## src/dst_pkg.sv

```systemverilog
// Shared constants, types and register map of the disk status and track-format block
package dst_pkg;

	// Register byte offsets on the plain register port
	localparam logic [3:0] REG_STATUS = 4'h0;
	localparam logic [3:0] REG_COMMAND = 4'h4;
	localparam logic [3:0] REG_DATA = 4'h8;
	localparam logic [3:0] REG_CONFIG = 4'hC;

	// Status bit positions
	localparam int ST_NOT_READY = 7;
	localparam int ST_PROTECT = 6;
	localparam int ST_TYPE_FAULT = 5;
	localparam int ST_MISSING = 4;
	localparam int ST_CRC = 3;
	localparam int ST_LOST = 2;
	localparam int ST_REQUEST = 1;
	localparam int ST_BUSY = 0;

	// Reset values
	localparam logic [7:0] STATUS_RESET = 8'h00;
	localparam logic [7:0] BYTE_RESET = 8'h00;
	localparam logic [15:0] CRC_PRESET = 16'hFFFF;
	localparam logic [15:0] CRC_POLY = 16'h1021;

	// Special bytes of the track image
	localparam logic [7:0] BYTE_CRC = 8'hF7;
	localparam logic [7:0] BYTE_SYNC_A1 = 8'hF5;
	localparam logic [7:0] BYTE_SYNC_C2 = 8'hF6;
	localparam logic [7:0] BYTE_MARK_LO = 8'hF8;
	localparam logic [7:0] BYTE_MARK_HI = 8'hFE;
	localparam logic [7:0] BYTE_INDEX_AM = 8'hFC;
	localparam logic [7:0] BYTE_ID_AM = 8'hFE;
	localparam logic [7:0] BYTE_DATA_AM = 8'hFB;
	localparam logic [7:0] BYTE_A1 = 8'hA1;
	localparam logic [7:0] BYTE_C2 = 8'hC2;
	localparam logic [7:0] BYTE_FILL = 8'h00;

	// One byte time: 32 us in single density at 200 MHz
	localparam int CLK_MHZ = 200;
	localparam int BYTE_TIME_US = 32;
	localparam int BYTE_CYCLES = BYTE_TIME_US * CLK_MHZ;

	// Command codes written to the command register
	typedef enum logic [2:0] {
		DST_CMD_READ_SECTOR = 3'h0,
		DST_CMD_WRITE_SECTOR = 3'h1,
		DST_CMD_READ_ADDRESS = 3'h2,
		DST_CMD_READ_TRACK = 3'h3,
		DST_CMD_WRITE_TRACK = 3'h4
	} dst_cmd_t;

	// Execution state, Gray coded along the usual path
	typedef enum logic [2:0] {
		DST_IDLE = 3'b000,
		DST_WAIT_FIRST = 3'b001,
		DST_WAIT_INDEX = 3'b011,
		DST_RUN = 3'b010,
		DST_CRC_LO = 3'b110
	} dst_state_t;

	// Events from the read channel of the disk engine
	typedef struct packed {
		logic byte_valid;
		logic [7:0] data;
		logic deleted_mark;
		logic not_found;
		logic crc_error;
		logic done;
	} dst_disk_evt_t;

	// One byte for the write channel
	typedef struct packed {
		logic valid;
		logic mark;
		logic [7:0] data;
	} dst_wr_byte_t;

endpackage : dst_pkg

```

## src/dst_controller.sv

```systemverilog
// Status reporting and track formatting for sector, address and track commands
//
// Contract
// RULE_01: Not-ready reads inverse ready, or master reset.
// RULE_02: Refuse disk commands while drive not ready.
// RULE_03: Write-protect bit on writes, cleared on update.
// RULE_04: Record type on read, write fault on write.
// RULE_05: Record-missing flag when target not located.
// RULE_06: CRC bit: ID field if missing, else data.
// RULE_07: Lost data when host misses one byte time.
// RULE_08: Request bit mirrors the request pin.
// RULE_09: Busy set throughout command execution.
// RULE_10: Host picks sector size 128 to 1024.
// RULE_11: Single density standard uses 128-byte sectors.
// RULE_12: Double density standard uses 256-byte sectors.
// RULE_13: Byte F7 becomes two CRC bytes.
// RULE_14: Length code 01 marks 256-byte sectors.
// RULE_15: Side byte is 00 or 01.
// RULE_16: Sector pattern repeats 26 times per track.
// RULE_17: ID gap byte counts are exact.
// RULE_18: Other gaps keep their minimum sizes.
// RULE_19: CRC preset on F8-FE single, F5 double.
// RULE_20: Host keeps F5-FE out of fields.
// RULE_21: Empty data register writes zero, sets lost.
// RULE_22: FC, FE, FB written as address marks.
// RULE_23: Updated bits clear at each command start.
module dst_controller #(
	parameter int BYTE_CYCLES = dst_pkg::BYTE_CYCLES
) (
	// Clock and reset
	input wire logic clk_sys,
	input wire logic rst,
	input wire logic master_reset_in,
	// Register port
	input wire logic [3:0] reg_addr,
	input wire logic [7:0] reg_wdata,
	input wire logic reg_write,
	input wire logic reg_read,
	output logic [7:0] reg_rdata_q,
	// Drive lines
	input wire logic drive_ready,
	input wire logic write_protect,
	input wire logic write_fault,
	input wire logic index_pulse,
	// Disk engine read channel
	input wire dst_pkg::dst_disk_evt_t disk_evt,
	// Write channel
	output dst_pkg::dst_wr_byte_t wr_byte_q,
	output logic write_gate_q,
	// Host handshake
	output logic byte_request_out,
	output logic command_done_irq
);

	// Register state
	dst_pkg::dst_state_t state_q, state_d;
	dst_pkg::dst_cmd_t cmd_q, cmd_d;
	logic [7:0] status_q, status_d;
	logic [7:0] host_byte_register_q, host_byte_register_d;
	logic [7:0] rdata_d;
	logic drq_d;
	logic irq_d;
	logic mfm_q, mfm_d;
	logic index_q;
	dst_pkg::dst_wr_byte_t wr_d;
	logic gate_d;

	// Helpers
	logic tick;
	logic crc_init;
	logic crc_upd;
	logic [7:0] crc_byte;
	logic [15:0] crc_value;
	logic index_rise;
	logic host_wr_data;
	logic host_rd_data;
	logic host_wr_cmd;
	logic [7:0] take_byte;
	logic empty_now;

	// Decode of the write command group, used in several places, and of the mark byte range
	function automatic logic is_write(input dst_pkg::dst_cmd_t c);
		return (c == dst_pkg::DST_CMD_WRITE_SECTOR) || (c == dst_pkg::DST_CMD_WRITE_TRACK);
	endfunction : is_write

	function automatic logic in_mark_range(input logic [7:0] b);
		return (b >= dst_pkg::BYTE_MARK_LO) && (b <= dst_pkg::BYTE_MARK_HI);
	endfunction : in_mark_range

	dst_crc16 u_crc (
		.clk_sys(clk_sys),
		.rst(rst),
		.init(crc_init),
		.update(crc_upd),
		.data(crc_byte),
		.crc_q(crc_value)
	);

	dst_byte_timer #(
		.BYTE_CYCLES(BYTE_CYCLES)
	) u_timer (
		.clk_sys(clk_sys),
		.rst(rst),
		.run(write_gate_q),
		.double_density(mfm_q),
		.tick_q(tick)
	);

	// Bus strobes and drive edges
	assign host_wr_data = reg_write && (reg_addr == dst_pkg::REG_DATA);
	assign host_rd_data = reg_read && (reg_addr == dst_pkg::REG_DATA);
	assign host_wr_cmd = reg_write && (reg_addr == dst_pkg::REG_COMMAND);
	assign index_rise = index_pulse && !index_q;
	// A byte written in the same cycle as the tick is the one taken
	assign empty_now = byte_request_out && !host_wr_data;
	assign take_byte = host_wr_data ? reg_wdata : host_byte_register_q;

	// Command sequencing, status flags and write channel
	always_comb begin
		state_d = state_q;
		cmd_d = cmd_q;
		status_d = status_q;
		host_byte_register_d = host_byte_register_q;
		drq_d = byte_request_out;
		irq_d = command_done_irq;
		mfm_d = mfm_q;
		wr_d = '0;
		gate_d = write_gate_q;
		crc_init = 1'b0;
		crc_upd = 1'b0;
		crc_byte = take_byte;

		// Host side of the data register
		if (host_wr_data) begin
			host_byte_register_d = reg_wdata;
			if (is_write(cmd_q)) begin
				drq_d = 1'b0;
			end
		end
		if (host_rd_data && !is_write(cmd_q)) begin
			drq_d = 1'b0;
		end
		if (reg_write && (reg_addr == dst_pkg::REG_CONFIG) && (state_q == dst_pkg::DST_IDLE)) begin
			mfm_d = reg_wdata[0];
		end
		if (reg_read && (reg_addr == dst_pkg::REG_STATUS)) begin
			irq_d = 1'b0;
		end

		unique case (state_q)
			dst_pkg::DST_IDLE: begin
				if (host_wr_cmd && reg_wdata[2:0] <= 3'h4) begin
					irq_d = 1'b0;
					if (drive_ready) begin // RULE_02
						cmd_d = dst_pkg::dst_cmd_t'(reg_wdata[2:0]);
						status_d = dst_pkg::STATUS_RESET; // RULE_23
						status_d[dst_pkg::ST_BUSY] = 1'b1; // RULE_09
						drq_d = is_write(cmd_d);
						if (is_write(cmd_d) && write_protect) begin
							status_d[dst_pkg::ST_PROTECT] = 1'b1; // RULE_03
							status_d[dst_pkg::ST_BUSY] = 1'b0;
							drq_d = 1'b0;
							irq_d = 1'b1;
						end else if (cmd_d == dst_pkg::DST_CMD_WRITE_TRACK) begin
							state_d = dst_pkg::DST_WAIT_FIRST;
						end else if (cmd_d == dst_pkg::DST_CMD_WRITE_SECTOR) begin
							state_d = dst_pkg::DST_RUN;
							gate_d = 1'b1;
						end else begin
							state_d = dst_pkg::DST_RUN;
						end
					end
				end
			end
			dst_pkg::DST_WAIT_FIRST: begin
				// Writing waits for the first byte, but index ends the try
				if (index_rise && empty_now) begin
					status_d[dst_pkg::ST_LOST] = 1'b1; // RULE_07
					state_d = dst_pkg::DST_IDLE;
				end else if (!empty_now) begin
					state_d = dst_pkg::DST_WAIT_INDEX;
				end
			end
			dst_pkg::DST_WAIT_INDEX: begin
				if (index_rise) begin
					state_d = dst_pkg::DST_RUN;
					gate_d = 1'b1;
				end
			end
			dst_pkg::DST_RUN: begin
				if (cmd_q == dst_pkg::DST_CMD_WRITE_TRACK && index_rise) begin
					state_d = dst_pkg::DST_IDLE;
				end else if (is_write(cmd_q) && tick) begin
					drq_d = 1'b1;
					wr_d.valid = 1'b1;
					if (empty_now) begin
						wr_d.data = dst_pkg::BYTE_FILL; // RULE_21
						status_d[dst_pkg::ST_LOST] = 1'b1; // RULE_21
						crc_byte = dst_pkg::BYTE_FILL;
						crc_upd = 1'b1;
					end else if (cmd_q != dst_pkg::DST_CMD_WRITE_TRACK) begin
						wr_d.data = take_byte;
						crc_upd = 1'b1;
					end else if (take_byte == dst_pkg::BYTE_CRC) begin
						wr_d.data = crc_value[15:8]; // RULE_13
						state_d = dst_pkg::DST_CRC_LO;
					end else if (mfm_q && take_byte == dst_pkg::BYTE_SYNC_A1) begin
						wr_d.data = dst_pkg::BYTE_A1;
						wr_d.mark = 1'b1;
						crc_init = 1'b1; // RULE_19
						crc_byte = dst_pkg::BYTE_A1;
						crc_upd = 1'b1;
					end else if (mfm_q && take_byte == dst_pkg::BYTE_SYNC_C2) begin
						wr_d.data = dst_pkg::BYTE_C2;
						wr_d.mark = 1'b1;
					end else begin
						wr_d.data = take_byte;
						crc_upd = 1'b1;
						// Missing-clock marks in both densities
						wr_d.mark = (take_byte == dst_pkg::BYTE_INDEX_AM)
							|| (take_byte == dst_pkg::BYTE_ID_AM)
							|| (take_byte == dst_pkg::BYTE_DATA_AM); // RULE_22
						if (!mfm_q && in_mark_range(take_byte)) begin
							crc_init = 1'b1; // RULE_19
							wr_d.mark = 1'b1; // RULE_22
						end
					end
				end
				if (is_write(cmd_q) && write_fault) begin
					status_d[dst_pkg::ST_TYPE_FAULT] = 1'b1; // RULE_04
				end
				// Read channel: a byte arriving while the last is unread replaces it and sets lost
				if (!is_write(cmd_q) && disk_evt.byte_valid) begin
					host_byte_register_d = disk_evt.data;
					drq_d = 1'b1; // RULE_08
					if (byte_request_out && !host_rd_data) begin
						status_d[dst_pkg::ST_LOST] = 1'b1; // RULE_07
					end
				end
				if (cmd_q == dst_pkg::DST_CMD_READ_SECTOR && disk_evt.deleted_mark) begin
					status_d[dst_pkg::ST_TYPE_FAULT] = 1'b1; // RULE_04
				end
				if (cmd_q != dst_pkg::DST_CMD_READ_TRACK && cmd_q != dst_pkg::DST_CMD_WRITE_TRACK) begin
					if (disk_evt.not_found) begin
						status_d[dst_pkg::ST_MISSING] = 1'b1; // RULE_05
					end
					if (disk_evt.crc_error) begin
						status_d[dst_pkg::ST_CRC] = 1'b1; // RULE_06
					end
				end
				if (cmd_q != dst_pkg::DST_CMD_WRITE_TRACK && disk_evt.done) begin
					state_d = dst_pkg::DST_IDLE;
				end
			end
			dst_pkg::DST_CRC_LO: begin
				if (tick) begin
					wr_d.valid = 1'b1;
					wr_d.data = crc_value[7:0]; // RULE_13
					state_d = dst_pkg::DST_RUN;
				end
				if (index_rise) begin
					state_d = dst_pkg::DST_IDLE;
				end
			end
			default: begin
				state_d = dst_pkg::DST_IDLE;
			end
		endcase

		// Every way back to idle except master reset ends the command the same way
		if (state_q != dst_pkg::DST_IDLE && state_d == dst_pkg::DST_IDLE) begin
			status_d[dst_pkg::ST_BUSY] = 1'b0; // RULE_09
			drq_d = 1'b0;
			gate_d = 1'b0;
			irq_d = 1'b1;
		end

		// Master reset aborts whatever runs
		if (master_reset_in) begin
			state_d = dst_pkg::DST_IDLE;
			status_d[dst_pkg::ST_BUSY] = 1'b0;
			drq_d = 1'b0;
			gate_d = 1'b0;
			irq_d = 1'b0;
		end
	end

	// Read data, sampled live so not-ready tracks the drive line
	always_comb begin
		rdata_d = 8'h00;
		if (reg_read) begin
			unique case (reg_addr)
				dst_pkg::REG_STATUS: begin
					rdata_d = status_q;
					rdata_d[dst_pkg::ST_NOT_READY] = !drive_ready || master_reset_in; // RULE_01
					rdata_d[dst_pkg::ST_REQUEST] = byte_request_out; // RULE_08
				end
				dst_pkg::REG_COMMAND: rdata_d = {5'h00, cmd_q};
				dst_pkg::REG_DATA: rdata_d = host_byte_register_q;
				dst_pkg::REG_CONFIG: rdata_d = {7'h00, mfm_q};
				default: rdata_d = 8'h00;
			endcase
		end
	end

	// Register everything on the one clock
	always_ff @(posedge clk_sys) begin
		if (rst) begin
			state_q <= dst_pkg::DST_IDLE;
			cmd_q <= dst_pkg::DST_CMD_READ_SECTOR;
			status_q <= dst_pkg::STATUS_RESET;
			host_byte_register_q <= dst_pkg::BYTE_RESET;
			reg_rdata_q <= 8'h00;
			byte_request_out <= 1'b0;
			command_done_irq <= 1'b0;
			mfm_q <= 1'b0;
			index_q <= 1'b0;
			wr_byte_q <= '0;
			write_gate_q <= 1'b0;
		end else begin
			state_q <= state_d;
			cmd_q <= cmd_d;
			status_q <= status_d;
			host_byte_register_q <= host_byte_register_d;
			reg_rdata_q <= rdata_d;
			byte_request_out <= drq_d;
			command_done_irq <= irq_d;
			mfm_q <= mfm_d;
			index_q <= index_pulse;
			wr_byte_q <= wr_d;
			write_gate_q <= gate_d;
		end
	end

endmodule : dst_controller

```

## src/dst_crc16.sv

```systemverilog
// Bytewise CRC-16 generator used for the track image
module dst_crc16 (
	// Clock and reset
	input wire logic clk_sys,
	input wire logic rst,
	// Control
	input wire logic init,
	input wire logic update,
	input wire logic [7:0] data,
	// Result
	output logic [15:0] crc_q
);

	logic [15:0] crc_d;

	// One byte of the polynomial division, msb first
	function automatic logic [15:0] crc_step(input logic [15:0] c, input logic [7:0] b);
		logic [15:0] r;
		r = c;
		for (int i = 7; i >= 0; i--) begin
			if (r[15] ^ b[i]) begin
				r = {r[14:0], 1'b0} ^ dst_pkg::CRC_POLY;
			end else begin
				r = {r[14:0], 1'b0};
			end
		end
		return r;
	endfunction : crc_step

	// Init may come with an update, so the mark byte enters a fresh register
	always_comb begin
		crc_d = crc_q;
		if (init) begin
			crc_d = dst_pkg::CRC_PRESET;
		end
		if (update) begin
			crc_d = crc_step(crc_d, data);
		end
	end

	always_ff @(posedge clk_sys) begin
		if (rst) begin
			crc_q <= dst_pkg::CRC_PRESET;
		end else begin
			crc_q <= crc_d;
		end
	end

endmodule : dst_crc16

```

## src/dst_byte_timer.sv

```systemverilog
// Byte-time pacing for the write channel
module dst_byte_timer #(
	parameter int BYTE_CYCLES = dst_pkg::BYTE_CYCLES
) (
	// Clock and reset
	input wire logic clk_sys,
	input wire logic rst,
	// Control
	input wire logic run,
	input wire logic double_density,
	// One pulse per byte time
	output logic tick_q
);

	logic [15:0] count_q;
	logic [15:0] count_d;
	logic tick_d;
	logic [15:0] last;

	// Double density packs bytes twice as fast
	always_comb begin
		last = double_density ? 16'(BYTE_CYCLES / 2 - 1) : 16'(BYTE_CYCLES - 1);
		count_d = count_q;
		tick_d = 1'b0;
		if (!run) begin
			count_d = 16'h0000;
		end else if (count_q >= last) begin
			count_d = 16'h0000;
			tick_d = 1'b1;
		end else begin
			count_d = count_q + 16'h0001;
		end
	end

	always_ff @(posedge clk_sys) begin
		if (rst) begin
			count_q <= 16'h0000;
			tick_q <= 1'b0;
		end else begin
			count_q <= count_d;
			tick_q <= tick_d;
		end
	end

endmodule : dst_byte_timer

```

## config.mk

```make
export PLATFORM = sky130hd
export DESIGN_NAME = dst_controller
export DESIGN_NICKNAME = d
export VERILOG_FILES = /design/src/dst_pkg.sv /design/src/dst_controller.sv /design/src/dst_crc16.sv /design/src/dst_byte_timer.sv
export SDC_FILE = /design/constraint.sdc
export NUM_CORES = 1
export LEC_CHECK = 0
export ABC_AREA = 1
export CAP_MARGIN = 10
export CORE_MARGIN = 1
export CORE_UTILIZATION = 40
export DETAILED_ROUTE_END_ITERATION = 12
export DONT_BUFFER_PORTS = 1
export GPL_ROUTABILITY_DRIVEN = 1
export GPL_TIMING_DRIVEN = 0
export PLACE_DENSITY_LB_ADDON = 0.1
export RECOVER_POWER = 50
export SLEW_MARGIN = 20
export SYNTH_ARGS = -nofsm -noshare
export SYNTH_HDL_FRONTEND = slang
export SYNTH_SLANG_ARGS = --single-unit
```

## constraint.sdc

```tcl
create_clock -name clk_sys -period 2.95 [get_ports clk_sys]
set_clock_uncertainty 0.15 [all_clocks]
set_input_delay 0.295 -clock clk_sys [delete_from_list [all_inputs] [get_ports clk_sys]]
set_output_delay 0.295 -clock clk_sys [all_outputs]
set_load 0.05 [all_outputs]
```

==> results.md, run 1 <==
- Clock-pin slew on the worst setup and hold paths: 0.08 ns
- Crit path DAT: 2.85 ns
- Area delta synth->final: 11.6%
- Crit path kind: reg2reg
- Cell mode on critical path: nand2_1
- Dominant cell type by area after synthesis: dfxtp_1
- Avg WL per Cell: 15.7 um
- Clock share of power: 40.3%
- H-tree Lvls: 3
- Antenna viol nets, final: 0
- Ys async rst share: 0%
- Synth top cells by count: nand2_1 (143), inv_1 (90), dfxtp_1 (76), nor2_1 (60), a21oi_1 (51)
- FMAX: 0.358 GHz
- Routed WL: 12700 um
- Status: completed
- Final Slew Violations: 0
- Total GRT Usage: 23.5%
- CTS Sinks: 76
- Worst Hold End: host_byte_register_q[4]
- CTS Root Cell: clkbuf_8
- Post-CTS Setup Inserts: 0
- Hold depth: 2
- Min cycle time layout: 2.79 ns
- Distinct cells, synth: 48
- Hold Path Origin: disk_evt[8]
- Final setup vio count: 0
- Vias in the first global route: 4081
- Int Power: 1.45 mW
- CTS buffer count: 9
- Via count: 4273
- Sw Ratio: 24.8%
- Worst-path fanout max: 10
- Max-cap viol count: 0
- Routability cong.: 0.867
- Detailed Place HPWL: 9690 um
- Part of the power in registers: 53.5%
- Io pins: 55
- Area share of the largest cell type after synthesis: 35.3%
- GR Overflow Total: 0
- P_leak: 2.05 nW
- Initial Utilization: 41.5%
- Slew headroom: 33.0%
- Syn_area_per_cell: 6.73 um2
- Layout net count: 705
- Ant diodes: 0
- Post-synth EDFFs: 0
- Crit path cell chain: nor2_2, nand2_2, inv_2, nand2_1, nand2_1, inv_2, nand2_4, nor2_4, buf_6, nand3_1, nand3_1, nand2_1, nand3_2, nand2_2, nand2_1, o211ai_1
- Die Height: 106 um
- Cell depth of the worst flop-to-flop path: 16
- Most common cell in the netlist: nand2_1
- Worst Path Required: 3.01 ns
- Net load switching power: 0.479 mW
- R2r startpoint: cmd_q[0]
- Number of vias per cell: 5.30
- PortBufs: 0
- Worst VDD drop: 0.166 mV
- Flops & latches, synth: 76
- CP max stage cell: dfxtp_1
- Final Core Density: 46.3%
- Syn Inst Count: 640
- Ys flop type: dfxtp_1
- Least-Margin Pin Slew: 0.995 ns
- Reg2Reg Setup Slack: 0.16 ns
- CTS tree: done
- Comb pwr share: 6.2%
- CP max stage delay: 0.41 ns
- Reg2reg end: u_crc.crc_q[3]
- Tot Pwr: 1.93 mW
- Register area share after synthesis: 35.3%
- Share of cells above drive strength 1: 10.9%
- RSZ-0062 raised after global routing: no
- Die Footprint: 11200 um2
- Hold Crit Class: in2reg
- Largest cells by area after synthesis: dfxtp_1 (35%), nand2_1 (12%), inv_1 (7.8%)
- Final cycle utilization of the critical path: 94.7%
- Cell row count: 37
- Core Region: 10400 um2
- DIE WIDTH: 106 um
- Mapped cell area: 4310 um2
- Initial antenna violation count: 0
- Syn. warnings: 0
- 1st-iter DRT viols: 296
- Placed cell count: 777
- Max clock buf depth: 2
- 1st-pass router iterations: 5
- # DRC: 0
- Crit end category: flop
- Final std cells w/o fill: 806
- Clk_lat worst skew: 0.36 ns
- Crit start category: flop
- Power Density: 402 nW/um2
- First-pass GRT wire length: 20600 um
- Largest net degree at the start of global routing: 13
- Final setup TNS: 0 ns
- Hold Vio Cnt, Final: 0
==> area by class of cell <==
type | instances | area (um2)
buffer | 15 | 95.1
clock buffer | 10 | 128
clock inverter | 4 | 52.6
fill | 1137 | 5560
inverter | 95 | 357
multi-input combinational | 455 | 2330
sequential | 76 | 1520
tap | 136 | 170
timing repair buffer | 15 | 150
==> cells in the final DEF, fill, tap and decap left out, types with 6 or more instances in the layout <==
master / synthesis / layout
dfxtp_1: 76 / 76
inv_1: 90 / 90
nand2_2: 24 / 24
clkbuf_8: 0 / 9
clkbuf_1: 6 / 7
nand3_1: 49 / 49
nor2_1: 60 / 60
dlygate4sd3_1: 0 / 15
nand4_1: 15 / 15
nand2_1: 143 / 143
a21oi_1: 51 / 51
nor3_1: 8 / 8
o21ai_0: 29 / 29
a31oi_1: 6 / 6
==> routing by layer <==
metal	up-vias	global-route usage [%]	routed length [um]
li1	2145	-	-
met1	1996	32.5	6070
met2	116	37.0	5660
met3	16	4.08	735
met4	0	7.74	191
met5	-	0	0
==> worst max-delay path: cells and delay by family, from the launching register on <==
| kind | cells | cell delay, ns |
|---|---|---|
| compound gates | 1 | 0.11 |
| buf+inv | 3 | 0.37 |
| flops | 1 | 0.41 |
| simple gates | 12 | 1.59 |
==> repair_timing <==
item	CTS	global route
hold buffers	15	0
gates resized for setup	0	1
endpoints found under the hold margin	16	0
setup endpoints to repair	0	7
==> how the worst max path moves through the flow <==
stage / start / end / slack, ns / cells past startpoint
final: cmd_q[0] / u_crc.crc_q[3] / 0.16 / 16
after global placement: state_q[0] / u_crc.crc_q[3] / 0.13 / 15
after detailed placement: state_q[0] / u_crc.crc_q[3] / 0.13 / 15
after floorplan: reg_addr[1] / u_crc.crc_q[7] / 0.76 / 18
after CTS: state_q[0] / u_crc.crc_q[3] / 0.13 / 15
after global routing: cmd_q[0] / u_crc.crc_q[3] / 0.004 / 16
==> cells by family (layout without fill, tap and decap cells) <==
| kind of cell | Yosys count | count (layout) | synth area share, % |
|---|---|---|---|
| adders and majority gates | 4 | 4 | 1.16 |
| and+or+nand+nor | 332 | 332 | 37.2 |
| DFF | 76 | 76 | 35.3 |
| AOI/OAI and AO/OA | 114 | 114 | 15.1 |
| buffers and inverters | 110 | 139 | 10.5 |
| xor gates and xnor gates | 3 | 3 | 0.610 |
| other | 1 | 2 | 0.0871 |
==> sequential cells by signal (all words and copies together), names as in the netlist <==
name and flops:
cmd_q 3, mfm_q 1, status_q 6, host_byte_register_q 8, write_gate_q 1, index_q 1, u_crc.crc_q 16, reg_rdata_q 8
u_timer.tick_q 1, u_timer.count_q 16, byte_request_out 1, state_q 3, wr_byte_q 10, command_done_irq 1
==> power groups by stage <==
stage	combinational, mW	clock [mW]	sequential [mW]
global route	0.132	0.835	1.03
detailed placement	0.100	0	1.06
CTS	0.118	0.797	1.03
finish	0.119	0.780	1.03
global placement	0.100	0	1.06
floorplan	0.0740	0	1.06
==> stage by stage <==
stage / hold slack, ns / worst slack, ns / instance area (um2)
3_5_place_dp: 0.282 / 0.134 / 4480
5_1_grt: 0.0257 / 0.00445 / 4810
4_1_cts: 0.00367 / 0.130 / 4810
6_report: 0.0154 / 0.155 / 4810
3_3_place_gp: 0.279 / 0.127 / 4480
2_1_floorplan: 0.268 / 0.762 / 4310
Note: power is estimated with default switching activity, not from simulation.
==> inputs of run 2 (changes only) <==
- RECOVER_POWER: 50 -> 25
==> results.md, run 2 (synthesized netlist as in run 1, its figures left out) <==
- FMAX: 0.359 GHz (was 0.358 GHz)
- Routability cong.: 0.867 (unchanged)
- Crit path kind: reg2reg (unchanged)
- Die Footprint: 11200 um2 (unchanged)
- Area delta synth->final: 11.8% (was 11.6%)
- Final Slew Violations: 0 (unchanged)
- Min cycle time layout: 2.79 ns (about the same)
- CTS Root Cell: clkbuf_8 (unchanged)
- Vias in the first global route: 4081 (unchanged)
- CTS buffer count: 9 (unchanged)
- 1st-pass router iterations: 5 (unchanged)
- Cell row count: 37 (unchanged)
- Clock-pin slew on the worst setup and hold paths: 0.08 ns (about the same)
- Crit path cell chain: nor2_2, nand2_2, inv_2, nand2_1, nand2_1, inv_2, nand2_4, nor2_4, buf_6, nand3_1, nand3_1, nand2_1, nand3_2, nand2_2, nand2_1, o211ai_1 (unchanged)
- Antenna viol nets, final: 0 (unchanged)
- Part of the power in registers: 53.5% (about the same)
- Initial Utilization: 41.5% (unchanged)
- Max-cap viol count: 0 (unchanged)
- Clk_lat worst skew: 0.36 ns (about the same)
- RSZ-0062 raised after global routing: no (unchanged)
- Share of cells above drive strength 1: 11.0% (was 10.9%)
- Ant diodes: 0 (unchanged)
- Crit start category: flop (unchanged)
- Reg2Reg Setup Slack: 0.16 ns (about the same)
- GR Overflow Total: 0 (unchanged)
- R2r startpoint: cmd_q[0] (unchanged)
- Via count: 4274 (was 4273)
- Crit end category: flop (unchanged)
- Total GRT Usage: 23.5% (unchanged)
- Power Density: 401 nW/um2 (was 402 nW/um2)
- Final setup vio count: 0 (unchanged)
- Hold Path Origin: disk_evt[8] (unchanged)
- Largest regs: u_crc.crc_q: 16 flops, u_timer.count_q: 16 flops, wr_byte_q: 10 flops (unchanged)
- Routed WL: 12600 um (was 12700 um)
- Io pins: 55 (unchanged)
- Worst VDD drop: 0.166 mV (about the same)
- Most frequent cells in the layout: nand2_1 (143), inv_1 (90), dfxtp_1 (76), nor2_1 (59), a21oi_1 (51) (was nand2_1 (143), inv_1 (90), dfxtp_1 (76), nor2_1 (60), a21oi_1 (51))
- Hold Vio Cnt, Final: 0 (unchanged)
- Largest net degree at the start of global routing: 13 (unchanged)
- Initial antenna violation count: 0 (unchanged)
- Int Power: 1.45 mW (about the same)
- Slew headroom: 33.2% (was 33.0%)
- Die Height: 106 um (unchanged)
- 1st-iter DRT viols: 282 (was 296)
- H-tree Lvls: 3 (unchanged)
- PortBufs: 0 (unchanged)
- CTS tree: done (unchanged)
- First-pass GRT wire length: 20600 um (unchanged)
- Avg WL per Cell: 15.6 um (was 15.7 um)
- Crit path DAT: 2.84 ns (was 2.85 ns)
- Clock share of power: 40.3% (about the same)
- Final cycle utilization of the critical path: 94.5% (was 94.7%)
- DIE WIDTH: 106 um (unchanged)
- Core Region: 10400 um2 (unchanged)
- Sw Ratio: 24.7% (was 24.8%)
- CTS Sinks: 76 (unchanged)
- P_leak: 2.05 nW (about the same)
- Max clock buf depth: 2 (unchanged)
- Net load switching power: 0.478 mW (was 0.479 mW)
- Status: completed (unchanged)
- CP max stage cell: dfxtp_1 (unchanged)
- CP max stage delay: 0.41 ns (about the same)
- Final std cells w/o fill: 806 (unchanged)
- Worst-path fanout max: 10 (unchanged)
- Placed cell count: 777 (unchanged)
- Detailed Place HPWL: 9690 um (unchanged)
- # DRC: 0 (unchanged)
- Number of vias per cell: 5.30 (about the same)
- Hold Crit Class: in2reg (unchanged)
- Least-Margin Pin Slew: 0.993 ns (was 0.995 ns)
- Final setup TNS: 0 ns (unchanged)
- Leading cell type in the layout, fill and taps excluded: nand2_1 (unchanged)
- Cell mode on critical path: nand2_1 (unchanged)
- Post-CTS Setup Inserts: 0 (unchanged)
- Worst Path Required: 3.00 ns (was 3.01 ns)
- Layout net count: 705 (unchanged)
- CP startpoint: cmd_q[0] (unchanged)
- Comb pwr share: 6.2% (about the same)
run 2: layer usage:
layer  vias to the layer above  GRT usage (%)  part of all wire (%)
met2                       112           37.0                    45
met5                         -              0                     0
met3                        13           4.08                   5.4
li1                       2145              -                     -
met4                         0           7.74                   1.3
met1                      2004           32.5                    48
run 2: stage by stage:
stage	area, um2	util [%]	total power, mW	hold slack, ns	setup WS (ns)
3_5_place_dp	4480	43.2	1.16	0.282	0.134
5_1_grt	4810	46.4	2.00	0.0257	0.00445
6_report	4810	46.4	1.93	0.0188	0.162
4_1_cts	4810	46.4	1.95	0.00367	0.130
3_3_place_gp	4480	43.2	1.16	0.279	0.127
2_1_floorplan	4310	-	1.13	0.268	0.762
run 2: worst max-delay path, delay by kind of cell, from the launching register on:
family,cells,cell delay [ns]
compound gates,1,0.11
buf+inv,3,0.37
flops,1,0.41
simple gates,12,1.58
run 2: layout make-up:
cell class	instances	area (um2)
Sequential cell	76	1520
Clock inverter	4	52.6
Clock buffer	10	128
Tap cell	136	170
Inverter	95	357
Buffer	15	95.1
Multi-Input combinational cell	455	2340
Fill cell	1135	5560
Timing Repair Buffer	15	150
run 2: final timing paths:
kind                                                 to  depth (start not counted)
worst max-delay path                     u_crc.crc_q[3]                         16
worst max register to register           u_crc.crc_q[3]                         16
worst min register to register       u_timer.count_q[0]                          1
worst min-delay path            host_byte_register_q[4]                          2
run 2: timing repair:
action,CTS,global route
hold buffers,15,0
setup endpoints to repair,0,7
hold endpoints to repair,16,0
gates resized for setup,0,1
run 2: power groups by stage:
stage | Combinational [mW] | Sequential [mW] | Clock, mW
6_report | 0.119 | 1.03 | 0.779
5_1_grt | 0.132 | 1.03 | 0.835
4_1_cts | 0.118 | 1.03 | 0.797
3_5_place_dp | 0.100 | 1.06 | 0
3_3_place_gp | 0.100 | 1.06 | 0
2_1_floorplan | 0.0740 | 1.06 | 0
==> inputs of run 3 (changes only) <==
- CELL_PAD_IN_SITES_DETAIL_PLACEMENT: unset -> 1
- CELL_PAD_IN_SITES_GLOBAL_PLACEMENT: unset -> 1
- CORE_ASPECT_RATIO: unset -> 0.6
==> results.md, run 3 (synthesized netlist as in run 1, its figures left out) <==
- Total GRT Usage: 28.5% (was 23.5%)
- Final setup vio count: 0 (unchanged)
- Area delta synth->final: 11.9% (was 11.8%)
- Final Slew Violations: 0 (unchanged)
- WL met2: 5810 um (was 5680 um)
- Met3 WL: 998 um (was 677 um)
- M1 wire length: 8010 um (was 6070 um)
- Hold Crit Class: in2reg (unchanged)
- Detailed Place HPWL: 12000 um (was 9690 um)
- Least-Margin Pin Slew: 1.07 ns (was 0.993 ns)
- Status: completed (unchanged)
- Antenna viol nets, final: 0 (unchanged)
- 1st-pass router iterations: 5 (unchanged)
- CTS buffer count: 9 (unchanged)
- CTS tree: done (unchanged)
- Number of vias per cell: 5.52 (was 5.30)
- CTS Sinks: 76 (unchanged)
- FMAX: 0.369 GHz (was 0.359 GHz)
- Clk_lat worst skew: 0.34 ns (was 0.36 ns)
- Most frequent cells in the layout: nand2_1 (143), inv_1 (90), dfxtp_1 (75), nor2_1 (59), a21oi_1 (51) (was nand2_1 (143), inv_1 (90), dfxtp_1 (76), nor2_1 (59), a21oi_1 (51))
- Cell row count: 28 (was 37)
- Crit path DAT: 2.74 ns (was 2.84 ns)
- CTS Root Cell: clkbuf_16 (was clkbuf_8)
- Core Region: 10200 um2 (was 10400 um2)
- Filler cell count: 1358 (was 1135)
- Hold Vio Cnt, Final: 0 (unchanged)
- Final WS setup: 0.243 ns (was 0.162 ns)
- PortBufs: 0 (unchanged)
- Initial Utilization: 42.4% (was 41.5%)
- Die Height: 82.4 um (was 106 um)
- Layout net count: 694 (was 705)
- Crit end category: flop (unchanged)
- Dpl ws: 0.0678 ns (was 0.134 ns)
- Leading cell type in the layout, fill and taps excluded: nand2_1 (unchanged)
- Max clock buf depth: 2 (unchanged)
- GR Overflow Total: 0 (unchanged)
- Io pins: 55 (unchanged)
- Clock-pin slew on the worst setup and hold paths: 0.06 ns (was 0.08 ns)
- # DRC: 0 (unchanged)
- Min cycle time layout: 2.71 ns (was 2.79 ns)
- DIE WIDTH: 136 um (was 106 um)
- Die Footprint: 11200 um2 (about the same)
- DP Area: 4480 um2 (about the same)
- RSZ-0062 raised after global routing: no (unchanged)
- Fin area: 4820 um2 (was 4810 um2)
- Worst Path Required: 2.98 ns (was 3.00 ns)
- P_leak: 2.05 nW (about the same)
- First-pass GRT wire length: 23600 um (was 20600 um)
- Avg WL per Cell: 18.8 um (was 15.6 um)
- Ant diodes: 0 (unchanged)
- Power Density: 456 nW/um2 (was 401 nW/um2)
- Routed WL: 15000 um (was 12600 um)
- Crit path kind: reg2reg (unchanged)
- Via count: 4395 (was 4274)
- Worst-path fanout max: 10 (unchanged)
- Share of cells above drive strength 1: 11.8% (was 11.0%)
- Crit start category: flop (unchanged)
- Slew headroom: 28.1% (was 33.2%)
- Max Used Layer: met4 (unchanged)
- Worst VDD drop: 0.332 mV (was 0.166 mV)
- H-tree Lvls: 3 (unchanged)
- Largest net degree at the start of global routing: 14 (was 13)
- Max-cap viol count: 0 (unchanged)
- Largest regs: u_crc.crc_q: 16 flops, u_timer.count_q: 16 flops, wr_byte_q: 10 flops (unchanged)
- Routability cong.: 0.875 (was 0.867)
- 1st-iter DRT viols: 274 (was 282)
- Vias in the first global route: 4291 (was 4081)
- Final setup TNS: 0 ns (unchanged)
- Initial antenna violation count: 0 (unchanged)
- Final cycle utilization of the critical path: 91.8% (was 94.5%)
[run 3: cell types whose count changed in the layout (fill, tap and decap cells not counted), sizes merged]
cell,delta
dlygate4sd3,-11
clkinvlp,+2
bufinv,-1
clkbuf,+1
[run 3: metrics by stage]
stage               hold slack, ns  power (mW)  utilization [%]  cells
floorplan                    0.268        1.13                -    641
global placement             0.277        1.16             44.1    776
detailed placement           0.294        1.17             44.1    776
CTS                        0.00931        2.21             47.2    796
global route                0.0195        2.27             47.4    796
finish                      0.0156        2.20             47.4    796
[run 3: worst paths after layout]
path / depth (start not counted) / endpoint / slack [ns] / from
min reg2reg: 2 / status_q[4] / 0.30 / status_q[4]
min: 2 / cmd_q[0] / 0.02 / reg_wdata[0]
max reg2reg: 15 / u_crc.crc_q[3] / 0.24 / cmd_q[0]
max: 15 / u_crc.crc_q[3] / 0.24 / cmd_q[0]
[run 3: power by group]
part           internal [mW]  total (mW)  switching (mW)
clock network          0.594        1.05           0.454
logic                 0.0303       0.115          0.0847
registers               1.03        1.04         0.00448
total                   1.66        2.20           0.543
[run 3: final cells by class]
type                    instances  area, um2  share of cell area [%]
multi-input cells             455       2350                    48.9
plain buffers                  15       95.1                    1.97
well taps                     135        169                    3.51
inverters                      95        357                    7.40
flip-flops and latches         76       1520                    31.6
repair buffers                  4       40.0                   0.831
clock inverters                 5       37.5                   0.779
clock buffers                  11        243                    5.04
[run 3: worst max-delay path, cell delays in order (launching register included)]
cell and delay [ns]:
dfxtp_2 0.35, nor2_2 0.18, nand2_4 0.15, nand2_2 0.12, inv_1 0.10, nor2_4 0.16
nand2_4 0.11, nor2_4 0.15, buf_6 0.18, nand3_2 0.20, nand3_1 0.12, nand2_1 0.18
nand3_2 0.15, nand2_2 0.07, nand2_1 0.09, o211ai_1 0.08
[run 3: metal layers]
layer / vias to the layer above / global-route usage (%)
met5: - / 0
met4: 0 / 7.00
met3: 15 / 7.02
met2: 120 / 40.5
met1: 2130 / 42.4
li1: 2130 / -
[run 3: timing repair]
| item | CTS | global route |
|---|---|---|
| setup buffers | 0 | 0 |
| endpoints found under the hold margin | 4 | 0 |
| setup endpoints to repair | 0 | 13 |
| gates resized for setup | 0 | 7 |
| hold buffers | 4 | 0 |
